--- src/mcr_pkg.sv ---
// Summary of operation
// - Accept received messages for a source channel only while its receive enable is set.
// - Transmit main, linked or sequencer output only while that source's transmit enable is set.
// - A source reaches the sound engine only while its internal routing enable is set.
// - Panel filter off drops program and parameter changes both ways; on passes them.
// - Main instrument exists unless deleted by MIDI or auxiliary request.
// - Linked instrument exists exactly while a link is established.
// - Sequencer instrument exists exactly while sequence playback runs.
// - Instruments 3 to 7 exist once created remotely; notes need a non-zero program.
// - Poly, Mono, Poly/Omni, Mono/Omni modes, set from panel or MIDI, kept across power loss.
// - In Omni, messages on all 16 channels go to the main instrument.
// - In Omni, all three sources transmit on the base channel.
// - In Mono, received Note On goes to the instrument's most recently used voice.
// - Mono applies to every input channel and leaves transmission alone.
// - One global mode; Mode Change taken on enabled inputs, or any channel in Omni.
// - Parameter changes use undefined Control Change numbers, passed only with panel filter on.
// - Metronome follows received timing clocks or generates them, beside the pulse sync.
// - Start and Stop sent only with clock output on, obeyed only with clock input on.
// - Continue, Song Position and Song Select are ignored and never sent; the code still echoes received ones in Thru mode.
// - Output is Thru when no transmit enable and no clock output; otherwise Out.
// - A System Exclusive command forces the output connector into Out mode.
// - Settings survive power loss; internal routing enables are all set at power-up.
// - Received Reset clears transmit enables, sets routing enables, selects Poly/Omni.
// - Main, linked, sequencer enables map to base, base plus one, base plus two.
`default_nettype none
package mcr_pkg;
  localparam logic [3:0] HI_NOTE_OFF = 4'h8;
  localparam logic [3:0] HI_NOTE_ON  = 4'h9;
  localparam logic [3:0] HI_CTRL     = 4'hb;
  localparam logic [3:0] HI_PROG     = 4'hc;
  localparam logic [7:0] ST_SYSEX    = 8'hf0;
  localparam logic [7:0] ST_EOX      = 8'hf7;
  localparam logic [7:0] ST_RT_LO    = 8'hf8;
  localparam logic [7:0] ST_CLOCK    = 8'hf8;
  localparam logic [7:0] ST_START    = 8'hfa;
  localparam logic [7:0] ST_STOP     = 8'hfc;
  localparam logic [7:0] ST_RESET    = 8'hff;
  localparam logic [7:0] CC_OMNI_OFF = 8'h7c;
  localparam logic [7:0] CC_OMNI_ON  = 8'h7d;
  localparam logic [7:0] CC_MONO     = 8'h7e;
  localparam logic [7:0] CC_POLY     = 8'h7f;
  // Undefined controller numbers carrying instrument parameters
  localparam logic [7:0] CC_PAR_LO   = 8'h14;
  localparam logic [7:0] CC_PAR_HI   = 8'h1f;
  // Arbitrary neutral value
  localparam logic [7:0] SX_ID       = 8'h7d;
  localparam logic [7:0] SX_FORCE_OUT = 8'h01;
  localparam logic [7:0] SX_CREATE   = 8'h02;
  localparam logic [7:0] SX_DELETE   = 8'h03;
  localparam logic [1:0] SX_LEN      = 2'h3;
  localparam logic [3:0] N_SRC       = 4'h3;
  localparam logic [3:0] N_INST      = 4'h8;

  typedef struct packed {
    logic [2:0] rx_en;
    logic [2:0] tx_en;
    logic [2:0] local_en;
    logic       panel_filter;
    logic       omni;
    logic       mono;
    logic       clk_out_en;
    logic       clk_in_en;
    logic       force_out;
    logic [3:0] base_ch;
  } mcr_cfg_s;

  localparam mcr_cfg_s CFG_RST = '{rx_en: 3'h7, tx_en: 3'h0, local_en: 3'h7,
    panel_filter: 1'b0, omni: 1'b1, mono: 1'b0, clk_out_en: 1'b0,
    clk_in_en: 1'b0, force_out: 1'b0, base_ch: 4'h0};

  typedef struct packed {
    logic [7:0] status;
    logic [7:0] d1;
    logic [7:0] d2;
  } mcr_msg_s;

  typedef struct packed {
    logic [1:0] src;
    mcr_msg_s   msg;
  } mcr_src_s;

  typedef struct packed {
    logic [2:0] inst;
    logic       mono;
    mcr_msg_s   msg;
  } mcr_eng_s;

  function automatic logic [1:0] mcr_data_len(input logic [7:0] st);
    logic [1:0] n;
    n = 2'h0;
    unique case (st[7:4])
      4'hc, 4'hd: n = 2'h1;
      4'hf:       n = (st == 8'hf2) ? 2'h2 : ((st == 8'hf1 || st == 8'hf3) ? 2'h1 : 2'h0);
      default:    n = st[7] ? 2'h2 : 2'h0;
    endcase
    return n;
  endfunction : mcr_data_len
endpackage : mcr_pkg
`default_nettype wire

--- src/mcr_router.sv ---
`default_nettype none
module mcr_router (
  input  wire logic         mclk_i,
  input  wire logic         nrst_i,
  input  wire logic [7:0]   rx_byte_i,
  input  wire logic         rx_valid_i,
  output logic [7:0]        out_byte_o,
  output logic              out_valid_o,
  input  wire logic         out_ready_i,
  output logic              thru_mode_o,
  input  wire logic         cfg_wr_i,
  input  wire mcr_pkg::mcr_cfg_s cfg_i,
  input  wire mcr_pkg::mcr_cfg_s nv_cfg_i,
  output mcr_pkg::mcr_cfg_s cfg_o,
  input  wire logic         link_active_i,
  input  wire logic         seq_playing_i,
  input  wire logic         aux_create_main_i,
  input  wire logic         aux_delete_main_i,
  output logic [7:0]        inst_exists_o,
  input  wire logic         src_valid_i,
  input  wire mcr_pkg::mcr_src_s src_i,
  output logic              src_ready_o,
  output logic              eng_valid_o,
  output mcr_pkg::mcr_eng_s eng_o,
  output logic              loc_valid_o,
  output mcr_pkg::mcr_src_s loc_o,
  input  wire logic         metro_tick_i,
  input  wire logic         seq_start_i,
  input  wire logic         seq_stop_i,
  output logic              clk_tick_o,
  output logic              seq_start_o,
  output logic              seq_stop_o
);
  typedef enum logic [1:0] {
    TX_IDLE = 2'b00,
    TX_D1   = 2'b01,
    TX_D2   = 2'b11
  } mcr_tx_e;

  typedef struct packed {
    mcr_pkg::mcr_cfg_s cfg;
    logic              loaded;
    logic              main_ex;
    logic [7:3]        xex;
    logic [7:3]        prog;
    mcr_tx_e           st;
    mcr_pkg::mcr_msg_s tm;
    logic              pclk;
    logic              pstart;
    logic              pstop;
    logic [7:0]        ob;
    logic              ov;
    logic              ev;
    mcr_pkg::mcr_eng_s e;
    logic              lv;
    mcr_pkg::mcr_src_s l;
    logic              ct;
    logic              ss;
    logic              sp;
  } mcr_rtr_s;

  mcr_rtr_s          s;
  mcr_rtr_s          next_s;
  logic              pm_valid;
  mcr_pkg::mcr_msg_s pm;
  logic              prt_valid;
  logic [7:0]        prt;
  logic [7:0]        ex;
  logic [3:0]        off;
  logic              in_sel;
  logic              is_note;
  logic              is_pc;
  logic              is_par;
  logic              is_mode;
  logic              ch_ok;
  logic              thru;
  logic              out_free;
  logic              rt_pend;
  logic              s_blk;
  logic              s_tx;
  logic              s_take;
  logic [3:0]        s_ch;

  mcr_parser u_parser (
    .mclk_i      (mclk_i),
    .nrst_i      (nrst_i),
    .rx_byte_i   (rx_byte_i),
    .rx_valid_i  (rx_valid_i),
    .msg_valid_o (pm_valid),
    .msg_o       (pm),
    .rt_valid_o  (prt_valid),
    .rt_byte_o   (prt)
  );

  // Main, linked, sequencer, and the remotely created extra instruments
  assign ex = {s.xex, seq_playing_i, link_active_i, s.main_ex};
  // Thru unless something must be generated, or a remote party forced Out
  assign thru = (s.cfg.tx_en == 3'h0) && !s.cfg.clk_out_en && !s.cfg.force_out;
  assign out_free = !s.ov || out_ready_i;
  assign rt_pend = s.pclk || s.pstart || s.pstop;

  always_comb begin
    off = pm.status[3:0] - s.cfg.base_ch;
    is_note = (pm.status[7:4] == mcr_pkg::HI_NOTE_ON) || (pm.status[7:4] == mcr_pkg::HI_NOTE_OFF);
    is_pc = pm.status[7:4] == mcr_pkg::HI_PROG;
    is_par = (pm.status[7:4] == mcr_pkg::HI_CTRL) && pm.d1 >= mcr_pkg::CC_PAR_LO
             && pm.d1 <= mcr_pkg::CC_PAR_HI;
    is_mode = (pm.status[7:4] == mcr_pkg::HI_CTRL) && pm.d1 >= mcr_pkg::CC_OMNI_OFF;
    in_sel = (off < mcr_pkg::N_SRC) && s.cfg.rx_en[off[1:0]];
    if (s.cfg.omni) begin
      ch_ok = ex[0];
    end else if (off < mcr_pkg::N_SRC) begin
      ch_ok = in_sel && ex[off[2:0]];
    end else if (off < mcr_pkg::N_INST) begin
      ch_ok = ex[off[2:0]] && (!is_note || s.prog[off[2:0]]);
    end else begin
      ch_ok = 1'b0;
    end
    s_ch = s.cfg.omni ? s.cfg.base_ch : s.cfg.base_ch + {2'h0, src_i.src};
    s_blk = ((src_i.msg.status[7:4] == mcr_pkg::HI_PROG) || ((src_i.msg.status[7:4] == mcr_pkg::HI_CTRL)
            && src_i.msg.d1 >= mcr_pkg::CC_PAR_LO && src_i.msg.d1 <= mcr_pkg::CC_PAR_HI))
            && !s.cfg.panel_filter;
    // System messages from sources are never transmitted, so song position and select leave only as Thru echoes
    s_tx = s.cfg.tx_en[src_i.src] && !s_blk && src_i.msg.status[7:4] != 4'hf && !thru;
    src_ready_o = !s_tx || (s.st == TX_IDLE && out_free && !rt_pend);
    s_take = src_valid_i && src_ready_o;
  end

  always_comb begin
    next_s = s;
    next_s.ev = 1'b0;
    next_s.lv = 1'b0;
    next_s.ct = 1'b0;
    next_s.ss = 1'b0;
    next_s.sp = 1'b0;
    if (out_ready_i) begin
      next_s.ov = 1'b0;
    end
    if (!s.loaded) begin
      next_s.loaded = 1'b1;
      next_s.cfg = nv_cfg_i;
      next_s.cfg.local_en = 3'h7;
    end else if (cfg_wr_i) begin
      next_s.cfg = cfg_i;
    end
    if (aux_create_main_i) begin
      next_s.main_ex = 1'b1;
    end
    if (aux_delete_main_i) begin
      next_s.main_ex = 1'b0;
    end
    if (pm_valid) begin
      if (pm.status == mcr_pkg::ST_SYSEX) begin
        if (pm.d1 == mcr_pkg::SX_FORCE_OUT) begin
          next_s.cfg.force_out = 1'b1;
        end else if (pm.d1 == mcr_pkg::SX_CREATE || pm.d1 == mcr_pkg::SX_DELETE) begin
          if (pm.d2 == 8'h00) begin
            next_s.main_ex = (pm.d1 == mcr_pkg::SX_CREATE);
          end else if (pm.d2 >= 8'h03 && pm.d2 < 8'h08) begin
            next_s.xex[pm.d2[2:0]] = (pm.d1 == mcr_pkg::SX_CREATE);
            next_s.prog[pm.d2[2:0]] = 1'b0;
          end
        end
      end else if (pm.status[7:4] != 4'hf) begin
        if (is_mode && (s.cfg.omni || in_sel)) begin
          unique case (pm.d1)
            mcr_pkg::CC_OMNI_OFF: next_s.cfg.omni = 1'b0;
            mcr_pkg::CC_OMNI_ON:  next_s.cfg.omni = 1'b1;
            mcr_pkg::CC_MONO:     next_s.cfg.mono = 1'b1;
            default:              next_s.cfg.mono = 1'b0;
          endcase
        end else if (ch_ok && !((is_pc || is_par) && !s.cfg.panel_filter) && !is_mode) begin
          next_s.ev = 1'b1;
          next_s.e.inst = s.cfg.omni ? 3'h0 : off[2:0];
          // The engine picks the most recent voice of the instrument in Mono
          next_s.e.mono = s.cfg.mono;
          next_s.e.msg = pm;
          if (is_pc && !s.cfg.omni && off >= mcr_pkg::N_SRC) begin
            next_s.prog[off[2:0]] = (pm.d1 != 8'h00);
          end
        end
      end
    end
    if (prt_valid) begin
      unique case (prt)
        mcr_pkg::ST_CLOCK: next_s.ct = s.cfg.clk_in_en;
        mcr_pkg::ST_START: next_s.ss = s.cfg.clk_in_en;
        mcr_pkg::ST_STOP:  next_s.sp = s.cfg.clk_in_en;
        mcr_pkg::ST_RESET: begin
          next_s.cfg.tx_en = 3'h0;
          next_s.cfg.local_en = 3'h7;
          next_s.cfg.omni = 1'b1;
          next_s.cfg.mono = 1'b0;
        end
        default: ;
      endcase
    end
    if (metro_tick_i && s.cfg.clk_out_en) begin
      next_s.pclk = 1'b1;
    end
    if (seq_start_i && s.cfg.clk_out_en) begin
      next_s.pstart = 1'b1;
    end
    if (seq_stop_i && s.cfg.clk_out_en) begin
      next_s.pstop = 1'b1;
    end
    if (s_take && s.cfg.local_en[src_i.src]) begin
      next_s.lv = 1'b1;
      next_s.l = src_i;
    end
    if (thru) begin
      // Echo path has no back-pressure: the far end paces the wire
      next_s.st = TX_IDLE;
      next_s.pclk = 1'b0;
      next_s.pstart = 1'b0;
      next_s.pstop = 1'b0;
      if (rx_valid_i) begin
        next_s.ov = 1'b1;
        next_s.ob = rx_byte_i;
      end
    end else if (out_free) begin
      // Real-time bytes may cut between the bytes of a message
      if (s.pclk) begin
        next_s.ov = 1'b1;
        next_s.ob = mcr_pkg::ST_CLOCK;
        // A request landing in the sending cycle must not be wiped
        next_s.pclk = metro_tick_i && s.cfg.clk_out_en;
      end else if (s.pstart) begin
        next_s.ov = 1'b1;
        next_s.ob = mcr_pkg::ST_START;
        next_s.pstart = seq_start_i && s.cfg.clk_out_en;
      end else if (s.pstop) begin
        next_s.ov = 1'b1;
        next_s.ob = mcr_pkg::ST_STOP;
        next_s.pstop = seq_stop_i && s.cfg.clk_out_en;
      end else begin
        unique case (s.st)
          TX_IDLE: begin
            if (s_take && s_tx) begin
              next_s.ov = 1'b1;
              next_s.ob = {src_i.msg.status[7:4], s_ch};
              next_s.tm = src_i.msg;
              next_s.st = (mcr_pkg::mcr_data_len(src_i.msg.status) == 2'h0) ? TX_IDLE : TX_D1;
            end
          end
          TX_D1: begin
            next_s.ov = 1'b1;
            next_s.ob = s.tm.d1;
            next_s.st = (mcr_pkg::mcr_data_len(s.tm.status) == 2'h2) ? TX_D2 : TX_IDLE;
          end
          TX_D2: begin
            next_s.ov = 1'b1;
            next_s.ob = s.tm.d2;
            next_s.st = TX_IDLE;
          end
          default: next_s.st = TX_IDLE;
        endcase
      end
    end
  end

  always_ff @(posedge mclk_i or negedge nrst_i) begin
    if (!nrst_i) begin
      s <= '{cfg: mcr_pkg::CFG_RST, main_ex: 1'b1, st: TX_IDLE, default: '0};
    end else begin
      s <= next_s;
    end
  end

  assign out_byte_o    = s.ob;
  assign out_valid_o   = s.ov;
  assign thru_mode_o   = thru;
  assign cfg_o         = s.cfg;
  assign inst_exists_o = ex;
  assign eng_valid_o   = s.ev;
  assign eng_o         = s.e;
  assign loc_valid_o   = s.lv;
  assign loc_o         = s.l;
  assign clk_tick_o    = s.ct;
  assign seq_start_o   = s.ss;
  assign seq_stop_o    = s.sp;
endmodule : mcr_router
`default_nettype wire

--- src/mcr_parser.sv ---
`default_nettype none
module mcr_parser (
  input  wire logic         mclk_i,
  input  wire logic         nrst_i,
  input  wire logic [7:0]   rx_byte_i,
  input  wire logic         rx_valid_i,
  output logic              msg_valid_o,
  output mcr_pkg::mcr_msg_s msg_o,
  output logic              rt_valid_o,
  output logic [7:0]        rt_byte_o
);
  typedef struct packed {
    logic [7:0]        run;
    logic [7:0]        d1;
    logic              cnt;
    logic              in_sx;
    logic [1:0]        sx_idx;
    logic [7:0]        sx_id;
    logic [7:0]        sx_cmd;
    logic [7:0]        sx_arg;
    logic              mv;
    mcr_pkg::mcr_msg_s m;
    logic              rv;
    logic [7:0]        rb;
  } mcr_prs_s;

  mcr_prs_s s;
  mcr_prs_s next_s;
  logic [7:0] b;
  logic [1:0] len;

  assign b = rx_byte_i;

  always_comb begin
    next_s = s;
    next_s.mv = 1'b0;
    next_s.rv = 1'b0;
    len = mcr_pkg::mcr_data_len(s.run);
    if (rx_valid_i) begin
      if (b >= mcr_pkg::ST_RT_LO) begin
        // Real-time bytes may land inside any message and leave it intact
        next_s.rv = 1'b1;
        next_s.rb = b;
      end else if (b[7]) begin
        next_s.cnt = 1'b0;
        next_s.in_sx = (b == mcr_pkg::ST_SYSEX);
        next_s.sx_idx = 2'h0;
        next_s.run = b;
        if (b == mcr_pkg::ST_EOX || b == mcr_pkg::ST_SYSEX) begin
          next_s.run = 8'h00;
          if (b == mcr_pkg::ST_EOX && s.in_sx && s.sx_idx == mcr_pkg::SX_LEN && s.sx_id == mcr_pkg::SX_ID) begin
            next_s.mv = 1'b1;
            next_s.m = '{status: mcr_pkg::ST_SYSEX, d1: s.sx_cmd, d2: s.sx_arg};
          end
        end else if (mcr_pkg::mcr_data_len(b) == 2'h0) begin
          next_s.run = 8'h00;
          next_s.mv = 1'b1;
          next_s.m = '{status: b, d1: 8'h00, d2: 8'h00};
        end
      end else if (s.in_sx) begin
        unique case (s.sx_idx)
          2'h0: next_s.sx_id = b;
          2'h1: next_s.sx_cmd = b;
          2'h2: next_s.sx_arg = b;
          2'h3: next_s.sx_id = 8'h00;
        endcase
        if (s.sx_idx != mcr_pkg::SX_LEN) begin
          next_s.sx_idx = s.sx_idx + 2'h1;
        end
      end else if (s.run != 8'h00) begin
        if (!s.cnt && len == 2'h2) begin
          next_s.d1 = b;
          next_s.cnt = 1'b1;
        end else begin
          next_s.mv = 1'b1;
          next_s.cnt = 1'b0;
          next_s.m = s.cnt ? '{status: s.run, d1: s.d1, d2: b} : '{status: s.run, d1: b, d2: 8'h00};
          // System common messages carry no running status
          if (s.run[7:4] == 4'hf) begin
            next_s.run = 8'h00;
          end
        end
      end
    end
  end

  always_ff @(posedge mclk_i or negedge nrst_i) begin
    if (!nrst_i) begin
      s <= '0;
    end else begin
      s <= next_s;
    end
  end

  assign msg_valid_o = s.mv;
  assign msg_o       = s.m;
  assign rt_valid_o  = s.rv;
  assign rt_byte_o   = s.rb;
endmodule : mcr_parser
`default_nettype wire

--- config.mk ---
export PLATFORM = sky130hd
export DESIGN_NAME = mcr_router
export DESIGN_NICKNAME = d
export VERILOG_FILES = /design/src/mcr_pkg.sv /design/src/mcr_router.sv /design/src/mcr_parser.sv
export SDC_FILE = /design/constraint.sdc
export NUM_CORES = 1
export LEC_CHECK = 0
export BUFFER_PORTS_ARGS = -buffer_cell sky130_fd_sc_hd__buf_2
export CORE_MARGIN = 2
export CORE_UTILIZATION = 50
export DETAILED_ROUTE_END_ITERATION = 12
export PLACE_DENSITY = 0.84
export SLEW_MARGIN = 20
export SYNTH_ARGS = -nofsm -noshare
export SYNTH_HDL_FRONTEND = slang
export SYNTH_SLANG_ARGS = --single-unit
--- constraint.sdc ---
create_clock -name mclk_i -period 3.45 [get_ports mclk_i]
set_input_delay 0 -clock mclk_i [delete_from_list [all_inputs] [get_ports mclk_i]]
set_output_delay 0 -clock mclk_i [all_outputs]
set_load 0.02 [all_outputs]
# Word-level counts from Yosys, hierarchy flattened
# Index checks and enable logic that the tools add are counted.
# classes
eq_ne	69
shifts	0
multipliers	0
n_addsub	3
bitwise	13
div	0
order_cmp	17
n_mux	145
n_reduce_logical	102
# op_table
op	count
25-bit two-way mux	8
8-bit == test (second input constant)	19
29-bit two-way mux	5
26-bit two-way mux	5
2-bit two-way mux	35
4-bit == test (second input constant)	17
9-bit two-way mux	6
8-bit two-way mux	5
19-bit two-way mux	2
38-bit two-way mux	1
1-bit logical AND	35
1-bit two-way mux	34
17-bit two-way mux	2
34-bit two-way mux	1
11-bit two-way mux	3
8-bit by 7-bit == test with 1-bit output (second input constant)	4
27-bit two-way mux	1
9-bit case mux with 3 select lines	1
5-bit two-way mux	5
5-bit AND reduction	5
24-bit two-way mux	1
7-bit two-way mux	3
10-bit two-way mux	2
2-bit case mux with 2 select lines	5
55 further kinds	144
# totals
latchBits	0
rom_bits	0
memories	0
ramBits	0
word_cells	400
regBits	203
out_inout_bits	97
inputBits	85

# Logic depth before layout (Yosys ltp)
# depth
depth_word	29
depth_mapped	14
depth_no_buf	11

# Hierarchy
# A second synthesis with hierarchy kept.
# unflattened
hier_cells	980
area_unflattened_um2	10620.2
# modules_own_cells
module	n_inst	area_per_inst_um2	cells_per_inst	seq_area_each_um2
mcr_router	1	7101.8	659	3213.1
mcr_parser	1	3518.4	321	1801.7

# Worst setup path before layout
# Ideal clock, no wire load.
# synth_path
path_kind	reg-to-reg
startpoint	reg u_parser.s (netlist bit u_parser.msg_o[16])
endpoint	reg s (netlist bit eng_o[0])
path_buffers	3
required_ns	3.325
stages_incl_launch_ff	14
slack_ns	0.435
t_arrival_ns	2.890
period_less_slack_ns	3.015
setup_time_ns	0.125
cell_sequence	dfrtp_1 > inv_1 > ha_1 > inv_1 > fa_1 > clkbuf_1 > inv_1 > nor3_1 > a22oi_1 > and3_1 > buf_2 > o21ai_2 > buf_4 > mux2_2
# synth_between
elab_chain_cells	11
word_cells_on_any_way	24
cone_classes	add/sub: 1; order compare: 2; eq/ne: 1; mux: 9; bitwise: 2; reduce/logical: 9
# synth_lines
element	line_no	text
start: declaration	mcr_parser.sv:27	mcr_prs_s s;
start signal: assignment	mcr_parser.sv:91	s <= next_s;
4-bit subtractor	mcr_router.sv:103	off = pm.status[3:0] - s.cfg.base_ch;
1-bit binary-select mux with 3-bit select	mcr_router.sv:115	ch_ok = ex[off[2:0]] && (!is_note || s.prog[off[2:0]]);
1-bit two-way mux (implied by the code)	mcr_router.sv:115	
1-bit logical OR	mcr_router.sv:115	
1-bit logical AND	mcr_router.sv:115	
1-bit two-way mux	mcr_router.sv:114	end else if (off < mcr_pkg::N_INST) begin
1-bit two-way mux	mcr_router.sv:112	end else if (off < mcr_pkg::N_SRC) begin
1-bit two-way mux	mcr_router.sv:110	if (s.cfg.omni) begin
1-bit logical AND (2 in series)	mcr_router.sv:172	end else if (ch_ok && !((is_pc || is_par) && !s.cfg.panel_filter) && !is_mode) begin
5-bit AND reduction (no source line) (*)	--	
end signal: assignment	mcr_router.sv:266	s <= next_s;
end: declaration	mcr_router.sv:62	mcr_rtr_s s;
# Every way passes the cells marked *; elsewhere a longest branch is shown, timed or not. The select of a mux whose other input is x is not followed.
# A chain may end at the register's enable or synchronous reset.

# Worst setup path after layout
# layout_path
startpoint	reg u_parser.s (netlist bit u_parser.msg_o[16])
endpoint	reg s (netlist bit eng_o[11])
# The elaborated chain is that of the path after synthesis.

==> impl_metrics.ini <==
[clock_network]
clk_path_buf_depth = 2
cts_made_buffers = 17
clkTransAtPathRegs_ns = 0.07
clkSinkCount = 198
tritoncts_clock_tree = done
cts_hold_buf = 77
root_buffer = sky130_fd_sc_hd__clkbuf_16
post_cts_resize_count = 0
cts_setup_buffers = 0
cts_max_level = 4
clock_insertion_delay_worst_skew_ns = 0.44

[timing]
fin_crit_sh_pct = 93.9
skew_ns = 0.0107
setup_viol = 0
slew-limit-headroom_pct = 35.6
min_period_ns = 3.24
fin_tns_setup_ns = 0
hold-worst-slack_ns = 0.0321
maximum_operating_frequency_mhz = 309
grt_setup_unrepaired = no
worstMarginPinSlew_ns = 0.966
endpoints_failing_hold = 0
final-max-slew-violation-count = 0

[place]
place.gp.congestion = 0.876
port-buffer-count = 176
detailedPlacementHpwl_um = 17300
placed_instance_count = 1316

[power]
power.leakage_nw = 5.63
totalPowerFinal_mw = 7.85
maximum_vdd_ir_drop_uv = 351
power-per-cell-area_nw_per_um2 = 655

[routing]
avgViaCountPerCell = 5.76
detailroute.via_count = 8208
detail_route.wl_per_cell_um = 18.4
route.antenna.remaining_nets = 0
drt_pre_antenna_iters = 5
drt-initial-drc-count = 670
routed_wl_um = 26300
detail_route.drc_violations = 0

[global_routing]
globalRoute.totalOverflow = 0
first_global_vias = 8010
grt_start_max_net_pins = 116
groute.usage.overall_pct = 24.6
grt_pass1_wl_um = 42100
grt_antenna_before_repair = 1

[final_layout]
syn2layout_area_growth_pct = 18.1
mostFrequentLayoutCells = 190 x sky130_fd_sc_hd__dfrtp_1, 175 x sky130_fd_sc_hd__buf_2, 116 x sky130_fd_sc_hd__nand2_1, 84 x sky130_fd_sc_hd__mux2_2, 77 x sky130_fd_sc_hd__dlygate4sd3_1
fin_cells = 1426
post_layout_nets = 1237
most_common_cell_after_layout_fill_and_taps_aside = sky130_fd_sc_hd__dfrtp_1
proportion_of_layout_cells_with_a_drive_suffix_above_1_pct = 27.8
fillCellCount = 1534
finalCoreUtilization_pct = 59.6

[setup_path]
crit_top_cell = sky130_fd_sc_hd__inv_1
path_max_fanout = 21
cp_slowest_cell = sky130_fd_sc_hd__fa_1
worst_setup_sp_type = flip-flop
timing.setup.critical_path_class = reg -> reg
worstPathCellList = inv_1 -> ha_1 -> inv_1 -> fa_1 -> inv_1 -> nor3_1 -> a22oi_1 -> and3_1 -> o21ai_2 -> buf_12 -> mux2_2
cp_slowest_stage_delay_ns = 0.73
critPathRequiredTime_ns = 3.77
critPathArrivalTime_ns = 3.56
critical_path.endpoint_type = flip-flop

[yosys]
number_of_flops_mapped_to_enable_cells_by_yosys = 0
yosys_register_bits = 198
synth_top_area_cell = sky130_fd_sc_hd__dfrtp_1
count_of_unique_library_cells_instantiated_by_yosys = 71
total_standard_cell_area_after_synthesis_um2 = 10100
synthesis.instances = 996
synth.yosys.warnings = 0
ys_seq_area_share_pct = 48.9
syn_avg_cell_area_um2 = 10.2
synth_ff_type = sky130_fd_sc_hd__dfrtp_1
top_cell_type_s_share_of_synthesized_area_pct = 46.9
synth-async-reset-ratio_pct = 100
netlist_top_cells_area = sky130_fd_sc_hd__dfrtp_1 47%, sky130_fd_sc_hd__mux2_2 9.3%, sky130_fd_sc_hd__buf_4 6.7%

[die]
ios = 182
rows = 52
die_w_um = 146
floorplan.initialDensity_pct = 50.5
core_area_um2 = 20100
chipHeight_um = 146
die_area_um2 = 21400

[status]
status = completed

[worst_hold_path]
worst_hold_path_type = in -> reg

[flow_run]
max-cap-violations = 0
==> cells in the mapped netlist (5+ instances only) <==
master	n
sky130_fd_sc_hd__and3_1	6
sky130_fd_sc_hd__o21ai_0	52
sky130_fd_sc_hd__a21oi_1	51
sky130_fd_sc_hd__a211oi_1	5
sky130_fd_sc_hd__ha_1	8
sky130_fd_sc_hd__a221o_1	7
sky130_fd_sc_hd__mux2i_1	38
sky130_fd_sc_hd__nor3_1	17
sky130_fd_sc_hd__or4_1	5
sky130_fd_sc_hd__inv_1	29
sky130_fd_sc_hd__mux2_2	84
sky130_fd_sc_hd__nand2b_1	10
sky130_fd_sc_hd__clkbuf_1	32
sky130_fd_sc_hd__nand3_1	27
sky130_fd_sc_hd__nand4_1	12
sky130_fd_sc_hd__dfrtp_1	190
sky130_fd_sc_hd__a31oi_1	5
sky130_fd_sc_hd__buf_2	12
sky130_fd_sc_hd__nor2_1	75
sky130_fd_sc_hd__dfstp_2	8
sky130_fd_sc_hd__a22oi_1	12
sky130_fd_sc_hd__o22a_1	5
sky130_fd_sc_hd__or3_1	5
sky130_fd_sc_hd__nand2_1	116
sky130_fd_sc_hd__buf_4	91
sky130_fd_sc_hd__nand3b_1	12
==> per-stage QoR <==
| stage | instance area (um2) | worst slack [ns] |
|---|---|---|
| after global routing | 12000 | 0.00205 |
| after global placement | 10600 | 0.352 |
| after CTS | 12000 | 0.263 |
| after detailed placement | 10600 | 0.272 |
| final | 12000 | 0.210 |
| after floorplan | 10100 | 0.435 |
==> where the power goes <==
part / leakage (nW) / internal (mW) / switching [mW]
registers: 2.42 / 2.90 / 0.518
logic: 2.91 / 1.00 / 1.34
clock network: 0.302 / 1.16 / 0.931
==> per-layer routing <==
metal	GRT usage, %	part of all wire (%)	vias to the layer above
li1	-	-	3720
met1	32.3	43	4065
met2	40.0	48	362
met3	5.34	6.3	61
met4	9.85	3.0	0
met5	0	0	-
==> flip-flops by register name (all words and copies together), names as in the netlist <==
register and flops:
cfg_o 19, u_parser.rt_byte_o 8, u_parser.msg_o 22, loc_valid_o 1
out_valid_o 1, u_parser.msg_valid_o 1, u_parser.s 40, u_parser.rt_valid_o 1
out_byte_o 8, seq_start_o 1, eng_o 26, eng_valid_o 1
s 35, inst_exists_o 6, loc_o 26, clk_tick_o 1
seq_stop_o 1
==> final timing paths <==
path	cells past startpoint	to	slack (ns)	from
min in group asynchronous	2	u_parser.s[40]	0.23	nrst_i
hold reg to reg	1	u_parser.rt_byte_o[6]	0.48	u_parser.rt_byte_o[6]
setup reg to reg	11	eng_o[11]	0.21	u_parser.msg_o[16]
hold / removal	5	cfg_o[8]	0.03	nv_cfg_i[8]
max in group asynchronous	3	inst_exists_o[0]	2.23	nrst_i
setup / recovery	11	eng_o[11]	0.21	u_parser.msg_o[16]
==> layout make-up <==
| cell class | count | area (um2) | share of cell area, % |
|---|---|---|---|
| Inverter | 29 | 109 | 0.908 |
| Tap cell | 270 | 338 | 2.82 |
| Antenna cell | 1 | 2.50 | 0.0209 |
| Clock inverter | 15 | 191 | 1.60 |
| Multi-Input combinational cell | 631 | 4180 | 34.9 |
| Clock buffer | 17 | 425 | 3.55 |
| Timing Repair Buffer | 265 | 1780 | 14.8 |
| Sequential cell | 198 | 4960 | 41.4 |
==> worst max-delay path: cells and delay by family, from the launching register on <==
| kind | cells | cell delay, ns |
|---|---|---|
| AOI/OAI and AO/OA | 2 | 0.34 |
| adders and majority gates | 2 | 0.87 |
| muxes | 1 | 0.37 |
| DFF | 1 | 0.41 |
| buffers and inverters | 4 | 0.45 |
| and+or+nand+nor | 2 | 0.66 |
==> cell families after synthesis <==
group,synth area share (%)
simple gates,15.3
flops,48.9
compound gates,10.7
buf+inv,9.99
mux,13.1
fa+ha+maj,1.38
xor+xnor,0.518
other cells,0.0740
No activity file was read; power rests on OpenSTA's default activity.
